File: src/inc/actuator_io_pkg.sv
package actuator_io_pkg;

    // I/O pattern codes
    localparam logic [2:0] PAT_STANDARD = 3'h0;
    localparam logic [2:0] PAT_TEACH = 3'h1;
    localparam logic [2:0] PAT_P256 = 3'h2;
    localparam logic [2:0] PAT_P512 = 3'h3;
    localparam logic [2:0] PAT_SEVEN = 3'h4;
    localparam logic [2:0] PAT_THREE = 3'h5;
    localparam logic [2:0] PAT_RESET = PAT_STANDARD;

    // Point address masks per pattern
    localparam logic [8:0] MASK_P64 = 9'h03F;
    localparam logic [8:0] MASK_P256 = 9'h0FF;
    localparam logic [8:0] MASK_P512 = 9'h1FF;

    // Start trigger, completion and input disable modes
    localparam logic START_LEVEL = 1'h0;
    localparam logic START_EDGE = 1'h1;
    localparam logic COMPLETE_HOLD = 1'h0;
    localparam logic COMPLETE_BAND = 1'h1;
    localparam logic INPUT_ENABLED = 1'h0;

    // Serial rate select codes
    localparam logic [1:0] RATE_9600 = 2'h0;
    localparam logic [1:0] RATE_19200 = 2'h1;
    localparam logic [1:0] RATE_38400 = 2'h2;
    localparam logic [1:0] RATE_115200 = 2'h3;
    localparam logic [1:0] RATE_RESET = RATE_38400;

    // Timing
    localparam int CLK_HZ = 10_000_000;
    localparam int MS_PER_S = 1000;
    localparam int CYCLES_PER_MS_DEF = CLK_HZ / MS_PER_S;
    localparam logic [7:0] TURNAROUND_MS_DEF = 8'h05;
    localparam logic [9:0] HALF_BIT_9600 = 10'(CLK_HZ / (2 * 9600));
    localparam logic [9:0] HALF_BIT_19200 = 10'(CLK_HZ / (2 * 19200));
    localparam logic [9:0] HALF_BIT_38400 = 10'(CLK_HZ / (2 * 38400));
    localparam logic [9:0] HALF_BIT_115200 = 10'(CLK_HZ / (2 * 115200));
    // 3.5 characters of 11 bits, counted in half bits
    localparam logic [9:0] SILENT_HALF_BITS = 10'h04D;
    localparam logic [3:0] SILENT_INTERVAL_MULTIPLIER_MAX = 4'hA;
    // Pin synchroniser reset levels; the serial line idles high
    localparam logic [24:0] PIN_IDLE = 25'h0000001;

    typedef enum logic [1:0] {
        MOVE_IDLE,
        MOVE_RUN,
        MOVE_DECEL
    } move_state_type;

endpackage

File: src/verilog/actuator_io_interface_config.sv
`timescale 1ns/1ns
module actuator_io_interface_config #(
    parameter int CYCLES_PER_MS = actuator_io_pkg::CYCLES_PER_MS_DEF
) (
    // Clock and reset
    input wire logic clk,
    input wire logic rst_n,
    // Configuration
    input wire logic [2:0] io_pattern_select,
    input wire logic io_function_flags,
    input wire logic pauseDisable,
    input wire logic servoOnDisable,
    input wire logic homeDisable,
    input wire logic modeDisable,
    input wire logic in_band_mode,
    input wire logic [1:0] serial_rate_select,
    input wire logic [7:0] reply_turnaround_delay,
    input wire logic [3:0] silent_interval_multiplier,
    // Controller pins
    input wire logic startPin,
    input wire logic [8:0] pointSelectPin,
    input wire logic [6:0] direct_start_input,
    input wire logic pausePin,
    input wire logic servoOnPin,
    input wire logic homePin,
    input wire logic modePin,
    input wire logic jogFwdPin,
    input wire logic jogRevPin,
    input wire logic teachStorePin,
    input wire logic serialRxPin,
    // Motion core status
    input wire logic targetReached,
    input wire logic inBand,
    input wire logic servoActive,
    input wire logic [6:0] atPosition,
    input wire logic zoneParamHit,
    input wire logic zoneTableHit,
    input wire logic replyDone,
    // Motion core commands
    output logic moveStart,
    output logic [8:0] moveTarget,
    output logic decelStop,
    output logic pauseCmd,
    output logic servoOnCmd,
    output logic homeCmd,
    output logic teachMode,
    output logic jogFwdCmd,
    output logic jogRevCmd,
    output logic teachStore,
    output logic pushHoldAllowed,
    output logic [9:0] halfBitCycles,
    // Controller outputs
    output logic [8:0] completed_point_code,
    output logic [6:0] per_position_complete,
    output logic position_complete_flag,
    output logic zoneParamOut,
    output logic zoneTableOut,
    output logic txEnable,
    output logic frameEnd
);
    import actuator_io_pkg::*;

    // Reset release
    logic [1:0] rstSync_q;
    logic rstN;
    always_ff @(posedge clk or negedge rst_n) begin
        if (!rst_n) rstSync_q <= 2'h0;
        else rstSync_q <= {rstSync_q[0], 1'h1};
    end
    assign rstN = rstSync_q[1];

    // Pin synchronisers, 25 pins
    localparam int NPIN = 25;
    logic [NPIN-1:0] pinRaw;
    logic [NPIN-1:0] pinMeta_q;
    logic [NPIN-1:0] pin_q;
    assign pinRaw = {startPin, pointSelectPin, direct_start_input, pausePin, servoOnPin,
                     homePin, modePin, jogFwdPin, jogRevPin, teachStorePin, serialRxPin};
    always_ff @(posedge clk or negedge rstN) begin
        if (!rstN) begin
            // Idle levels, so no false line edge follows reset
            pinMeta_q <= PIN_IDLE;
            pin_q <= PIN_IDLE;
        end else begin
            pinMeta_q <= pinRaw;
            pin_q <= pinMeta_q;
        end
    end
    logic startS, pauseS, servoS, homeS, modeS, jogFS, jogRS, storeS, rxS;
    logic [8:0] pointS;
    logic [6:0] directS;
    assign {startS, pointS, directS, pauseS, servoS, homeS, modeS, jogFS, jogRS, storeS,
            rxS} = pin_q;

    // Previous pin levels for edge detection
    logic startPrev_q, storePrev_q, rxPrev_q;
    logic [6:0] directPrev_q;
    always_ff @(posedge clk or negedge rstN) begin
        if (!rstN) begin
            startPrev_q <= 1'h0;
            storePrev_q <= 1'h0;
            rxPrev_q <= 1'h1;
            directPrev_q <= 7'h00;
        end else begin
            startPrev_q <= startS;
            storePrev_q <= storeS;
            rxPrev_q <= rxS;
            directPrev_q <= directS;
        end
    end

    // Lowest asserted direct start wins
    function automatic logic [2:0] lowestSet(input logic [6:0] v);
        lowestSet = 3'h0;
        for (int i = 6; i >= 0; i--) begin
            if (v[i]) lowestSet = 3'(i);
        end
    endfunction

    // Pattern decode; codes 6 and 7 fall back to standard
    wire patTeach = (io_pattern_select == PAT_TEACH);
    wire patSeven = (io_pattern_select == PAT_SEVEN);
    wire patThree = (io_pattern_select == PAT_THREE);
    wire patDirect = patSeven || patThree;
    wire [8:0] pointMask = (io_pattern_select == PAT_P512) ? MASK_P512 :
                           (io_pattern_select == PAT_P256) ? MASK_P256 :
                           MASK_P64;
    wire zoneParamOn = !(patTeach || io_pattern_select == PAT_P256 ||
                         io_pattern_select == PAT_P512 || patDirect);
    wire zoneTableOn = !(io_pattern_select == PAT_P512 || patDirect);

    // Input disable selections
    wire pauseEff = (pauseDisable == INPUT_ENABLED) && pauseS;
    wire servoEff = (servoOnDisable == INPUT_ENABLED) ? servoS : 1'h1;
    wire homeEff = (homeDisable == INPUT_ENABLED) && homeS;
    wire modeEff = (modeDisable == INPUT_ENABLED) && modeS;
    wire teachEff = patTeach && modeEff;

    // Start qualification
    wire [6:0] directMask = patThree ? 7'h07 : 7'h7F;
    wire [6:0] directLive = directS & directMask;
    wire [6:0] directRise = directLive & ~directPrev_q;
    // Trigger mode is only looked at in seven-point; three-point always edge
    wire levelMode = patSeven && (io_function_flags == START_LEVEL);
    wire [6:0] directTrig = levelMode ? directLive : directRise;
    wire binaryTrig = startS && !startPrev_q && !teachEff;
    wire startTrig = patDirect ? ((|directTrig) && !teachEff) : binaryTrig;
    wire [2:0] directIdx = lowestSet(directTrig);
    wire [8:0] trigTarget = patDirect ? {6'h00, directIdx} : (pointS & pointMask);

    // Move sequencer
    move_state_type state_q, state_d;
    logic [8:0] target_q;
    logic levelHeld_q;
    logic doneValid_q;
    wire levelReleased = levelHeld_q && !directS[target_q[2:0]];
    always_comb begin
        state_d = state_q;
        unique case (state_q)
            MOVE_IDLE: begin
                if (startTrig && servoEff && !pauseEff) state_d = MOVE_RUN;
            end
            MOVE_RUN: begin
                if (targetReached) state_d = MOVE_IDLE;
                else if (levelReleased) state_d = MOVE_DECEL;
            end
            MOVE_DECEL: begin
                if (targetReached) state_d = MOVE_IDLE;
            end
        endcase
        // Servo off aborts any motion
        if (!servoEff) state_d = MOVE_IDLE;
    end
    wire launching = (state_q == MOVE_IDLE) && (state_d == MOVE_RUN);

    always_ff @(posedge clk or negedge rstN) begin
        if (!rstN) begin
            state_q <= MOVE_IDLE;
            target_q <= 9'h000;
            levelHeld_q <= 1'h0;
            doneValid_q <= 1'h0;
        end else begin
            state_q <= state_d;
            if (launching) begin
                target_q <= trigTarget;
                levelHeld_q <= levelMode;
            end
            // Decelerated stop counts as finished; new launch clears completion
            if (launching) doneValid_q <= 1'h0;
            else if (state_q != MOVE_IDLE && state_d == MOVE_IDLE && servoEff) begin
                doneValid_q <= 1'h1;
            end
        end
    end

    // Completion outputs
    wire holdOk = doneValid_q && servoActive;
    wire bandOk = doneValid_q && inBand;
    wire completeOn = (in_band_mode == COMPLETE_BAND) ? bandOk : holdOk;
    wire [6:0] directDone = completeOn ? (7'h01 << target_q[2:0]) : 7'h00;
    // Three-point outputs follow the actual position like cylinder switches
    wire [6:0] perPosD = patThree ? (atPosition & 7'h07) :
                         (patSeven ? directDone : 7'h00);
    wire [8:0] pointCodeD = (completeOn && !patDirect) ? target_q : 9'h000;
    wire pendD = patThree ? (completeOn || |(atPosition & 7'h07)) : completeOn;

    always_ff @(posedge clk or negedge rstN) begin
        if (!rstN) begin
            moveStart <= 1'h0;
            moveTarget <= 9'h000;
            decelStop <= 1'h0;
            pauseCmd <= 1'h0;
            servoOnCmd <= 1'h0;
            homeCmd <= 1'h0;
            teachMode <= 1'h0;
            jogFwdCmd <= 1'h0;
            jogRevCmd <= 1'h0;
            teachStore <= 1'h0;
            pushHoldAllowed <= 1'h1;
            completed_point_code <= 9'h000;
            per_position_complete <= 7'h00;
            position_complete_flag <= 1'h0;
            zoneParamOut <= 1'h0;
            zoneTableOut <= 1'h0;
        end else begin
            moveStart <= launching;
            if (launching) moveTarget <= trigTarget;
            decelStop <= (state_d == MOVE_DECEL);
            pauseCmd <= pauseEff;
            servoOnCmd <= servoEff;
            homeCmd <= homeEff && (state_q == MOVE_IDLE);
            teachMode <= teachEff;
            jogFwdCmd <= patTeach && jogFS && (state_q == MOVE_IDLE);
            jogRevCmd <= patTeach && jogRS && (state_q == MOVE_IDLE);
            teachStore <= teachEff && storeS && !storePrev_q;
            pushHoldAllowed <= !patThree;
            completed_point_code <= pointCodeD;
            per_position_complete <= perPosD;
            position_complete_flag <= pendD;
            zoneParamOut <= zoneParamOn && zoneParamHit;
            zoneTableOut <= zoneTableOn && zoneTableHit;
        end
    end

    // Serial timing: half-bit period from the rate select
    wire [9:0] halfBitD = (serial_rate_select == RATE_9600) ? HALF_BIT_9600 :
                          (serial_rate_select == RATE_19200) ? HALF_BIT_19200 :
                          (serial_rate_select == RATE_115200) ? HALF_BIT_115200 :
                          HALF_BIT_38400;
    // Out-of-range multipliers clamp to the top value
    wire [3:0] mult = (silent_interval_multiplier > SILENT_INTERVAL_MULTIPLIER_MAX) ? SILENT_INTERVAL_MULTIPLIER_MAX :
                      silent_interval_multiplier;
    wire [3:0] multEff = (mult == 4'h0) ? 4'h1 : mult;
    wire [13:0] silentLimit = 14'(SILENT_HALF_BITS * multEff);

    logic [9:0] halfCnt_q;
    logic [13:0] silentCnt_q;
    logic frameActive_q;
    wire rxEdge = rxS ^ rxPrev_q;
    wire halfTick = (halfCnt_q >= halfBitD - 10'h001);
    wire silentHit = frameActive_q && (silentCnt_q >= silentLimit);

    always_ff @(posedge clk or negedge rstN) begin
        if (!rstN) begin
            halfCnt_q <= 10'h000;
            silentCnt_q <= 14'h0000;
            frameActive_q <= 1'h0;
            frameEnd <= 1'h0;
            halfBitCycles <= HALF_BIT_38400;
        end else begin
            halfBitCycles <= halfBitD;
            frameEnd <= silentHit;
            if (rxEdge || halfTick) halfCnt_q <= 10'h000;
            else halfCnt_q <= halfCnt_q + 10'h001;
            if (rxEdge || !rxS) silentCnt_q <= 14'h0000;
            else if (halfTick && !silentHit) silentCnt_q <= silentCnt_q + 14'h0001;
            if (rxEdge) frameActive_q <= 1'h1;
            else if (silentHit) frameActive_q <= 1'h0;
        end
    end

    // Reply turnaround: ms prescaler and delay counter
    logic [15:0] msPre_q;
    logic [7:0] msCnt_q;
    logic waiting_q;
    wire msTick = (msPre_q == 16'(CYCLES_PER_MS - 1));
    wire delayMet = (msCnt_q >= reply_turnaround_delay);

    always_ff @(posedge clk or negedge rstN) begin
        if (!rstN) begin
            msPre_q <= 16'h0000;
            msCnt_q <= 8'h00;
            waiting_q <= 1'h0;
            txEnable <= 1'h0;
        end else begin
            if (silentHit || msTick) msPre_q <= 16'h0000;
            else msPre_q <= msPre_q + 16'h0001;
            if (silentHit) begin
                waiting_q <= 1'h1;
                msCnt_q <= 8'h00;
            end else if (waiting_q && delayMet) begin
                waiting_q <= 1'h0;
            end else if (waiting_q && msTick) begin
                msCnt_q <= msCnt_q + 8'h01;
            end
            // New traffic on the line also withdraws the driver
            if (waiting_q && delayMet && !silentHit) txEnable <= 1'h1;
            else if (replyDone || rxEdge || silentHit) txEnable <= 1'h0;
        end
    end

endmodule // actuator_io_interface_config

File: config.mk
export PLATFORM = sky130hd
export DESIGN_NAME = actuator_io_interface_config
export DESIGN_NICKNAME = d
export VERILOG_FILES = /design/src/inc/actuator_io_pkg.sv /design/src/verilog/actuator_io_interface_config.sv
export SDC_FILE = /design/constraint.sdc
export NUM_CORES = 1
export LEC_CHECK = 0
export BUFFER_PORTS_ARGS = -buffer_cell sky130_fd_sc_hd__buf_2
export CORE_MARGIN = 2
export CORE_UTILIZATION = 26
export CTS_CLUSTER_SIZE = 8
export DETAILED_ROUTE_END_ITERATION = 10
export PLACE_DENSITY = 0.46
export SLEW_MARGIN = 20
export SYNTH_ARGS = -nofsm -noshare
export SYNTH_HDL_FRONTEND = slang
export SYNTH_SLANG_ARGS = --single-unit
File: constraint.sdc
create_clock -name clk -period 4.75 [get_ports clk]
set_input_delay 0.2375 -clock clk [delete_from_list [all_inputs] [get_ports clk]]
set_output_delay 0.2375 -clock clk [all_outputs]
set_load 0.01 [all_outputs]
==> flow_summary.toml <==
[outcome]
status = "finished clean"

[synthesis]
yosys-top-cells-area = "dfrtp_1 (53%), ha_1 (10%), xnor2_1 (2.9%)"
synth_top_area_share_pct = 53.4
synth_top_area_cell = "dfrtp_1"
synth_cells = 645
ys_seq_area_share_pct = 55.5
syn_area_um2 = 7310
async_flop_share_pct = 100
ys.flop_type = "dfrtp_1"
yosysUniqueCellTypes = 61
yosysWarnings = 0
synth_edf_count = 0
ys_ff_latch = 162
avgSynthCellArea_um2 = 11.3

[clock_network]
cts_buffers = 17
ctsHtreeMaxLevel = 4
hold_buffers = 27
clock_latency_ps = 430
clockBufferDepth = 2
tritoncts = "yes"
cts_sinks = 162
cts_root_buf = "clkbuf_16"
cts.repair.resized = 0
path_clk_slew_ps = 70
cts_setup_buffers = 0

[finish]
layout_common_cells = "dfrtp_1 (155), buf_2 (106), ha_1 (59)"
final_layout_size_suffix_gt1_share_pct = 20.7
antennaDiodeCount = 0
layout_commonest_cell = "dfrtp_1"
layout.nets = 908
area_delta_synth_final_pct = 24.6
fill_cells = 2854

[die]
die_area_um2 = 29500
core_area_um2 = 27700
die_w_um = 172
start_util_pct = 26.4
die_height_um = 172
rows = 61
io_pins = 113

[sta]
setup_viol = 0
drv_slew = 0
max_freq_mhz = 235
maxSlewHeadroom_pct = 46.5
fin_setup_tns_ps = 0
finalClockSkew_ps = 17.6
hold_viol = 0
post-route-period-util_pct = 89.6
worst_pin_slew_ps = 802
period_minus_slack_ps = 4260
rsz0062_at_grt = "false"

[pwr]
leakage_nw = 4.51
p_per_area_nw_per_um2 = 393
max-vdd-ir-drop_uv = 236
finalPower_mw = 3.58

[drt]
dr_total_vias = 4921
first_pass_iters = 5
routed_wl_mm = 15.3
ant_nets = 0
wire_per_inst_um = 13.0
vias_per_cell = 4.18
drcViolationCount = 0
dr.first_iter.drc_count = 305

[worst_setup_path]
start_kind = "input pin"
critPathRequiredTime_ps = 5090
worstPathArrival_ps = 4600
path_max_fanout = 10
crit_path_end_kind = "flip-flop"
criticalPathCategory = "input pin to flip-flop"

[global_route]
grt_pass1_wl_mm = 24.8
track_usage_pct = 10.7
grt.overflow.total = 0
antenna_found_initial = 0
grt_pass1_vias = 4916
grt_max_degree = 99

[hold_path]
hold_path_class = "input pin to flip-flop"

[run]
max-cap-violations = 0

[placed_design]
gp_congestion = 0.761
io_buffer_count = 106
dp_hpwl_mm = 10.8
[critical path, stage by stage]
cell,delay (ps)
buf_2,150
a21oi_1,190
inv_1,120
ha_1,310
ha_1,340
ha_1,300
a21o_1,180
a21oi_1,210
o21bai_1,90
a21oi_1,220
xnor2_1,170
ha_1,290
a21oi_1,140
nand2_1,70
a221o_1,370
a221oi_1,340
buf_4,240
nand4_1,150
nor3_1,260
mux2i_1,230
[synthesized netlist by cell type (4+ instances only)]
| master | number |
|---|---|
| dfrtp_1 | 156 |
| mux2i_1 | 15 |
| and3_1 | 19 |
| clkbuf_1 | 12 |
| dfstp_2 | 6 |
| o21ai_0 | 17 |
| nor2b_1 | 9 |
| nand3_1 | 21 |
| nor3_1 | 14 |
| nand2_1 | 43 |
| inv_1 | 47 |
| a21oi_1 | 20 |
| or3_1 | 4 |
| a21o_1 | 8 |
| nand4_1 | 8 |
| xnor2_1 | 24 |
| xor2_1 | 11 |
| nand2b_1 | 9 |
| ha_1 | 59 |
| nand3b_1 | 4 |
| nor2_1 | 55 |
| and2_1 | 20 |
| buf_4 | 4 |
[cell families after synthesis]
kind of cell             count (synthesis)  synth area share (%)
other                                    2                 0.103
flip-flops                             162                  55.5
XOR/XNOR                                35                  4.19
adder cells (fa/ha/maj)                 61                  10.5
AO/OA/AOI/OAI                           78                  7.27
multiplexers                            20                  3.03
AND/OR/NAND/NOR                        220                  15.5
buffers and inverters                   67                  3.85
[metrics by stage]
| stage | std cells | hold WS (ps) | util (%) | cell area [um2] | worst slack [ps] |
|---|---|---|---|---|---|
| 2_1_floorplan | 648 | -58.1 | - | 7330 | 583 |
| 3_3_place_gp | 1117 | 24.9 | 29.8 | 8270 | 147 |
| 3_5_place_dp | 1117 | 27.2 | 29.8 | 8270 | 93.1 |
| 4_1_cts | 1176 | 15.3 | 32.9 | 9110 | 511 |
| 5_1_grt | 1176 | 40.9 | 32.9 | 9110 | 144 |
| 6_report | 1176 | 40.5 | 32.9 | 9110 | 493 |
[cell type report]
type                       count  area [um2]  area share (%)
clock buffer                  18         429            4.71
multi-input combinational    419        2980            32.7
timing repair buffer         136         836            9.17
sequential                   162        4070            44.6
tap                          378         473            5.19
inverter                      49         184            2.02
clock inverter                14         143            1.57
[metal layers]
layer,wire length [um],global-route usage (%)
met1,7260,13.9
met5,0,0
met2,7130,17.6
met4,144,2.76
met3,743,2.99
[report_power, final]
group | internal (mW) | switching, mW | leakage [nW]
logic | 0.284 | 0.312 | 2.19
registers | 1.51 | 0.127 | 2.04
clock network | 0.700 | 0.640 | 0.279
[final timing paths]
| path | cells past startpoint | from | slack (ps) | end |
|---|---|---|---|---|
| worst max-delay path | 20 | silent_interval_multiplier[3] | 490 | silentCnt_q[11] |
| worst min-delay path | 3 | zoneTableHit | 40 | zoneTableOut |
| worst max register to register | 10 | silentCnt_q[0] | 2020 | silentCnt_q[11] |
| worst min register to register | 0 | pinMeta_q[11] | 340 | pin_q[11] |
| max in group asynchronous | 1 | rstSync_q[1] | 3300 | halfBitCycles[1] |
| min in group asynchronous | 2 | rst_n | 110 | rstSync_q[1] |
[flip-flops by register name, indices dropped and copies added (netlist names), 2 cells and up]
register	count
state_q	2
halfCnt_q	10
pinMeta_q	25
per_position_complete	7
silentCnt_q	14
msCnt_q	8
completed_point_code	9
msPre_q	16
pin_q	25
rstSync_q	2
moveTarget	9
directPrev_q	7
halfBitCycles	6
(Power assumes the default switching activity.)
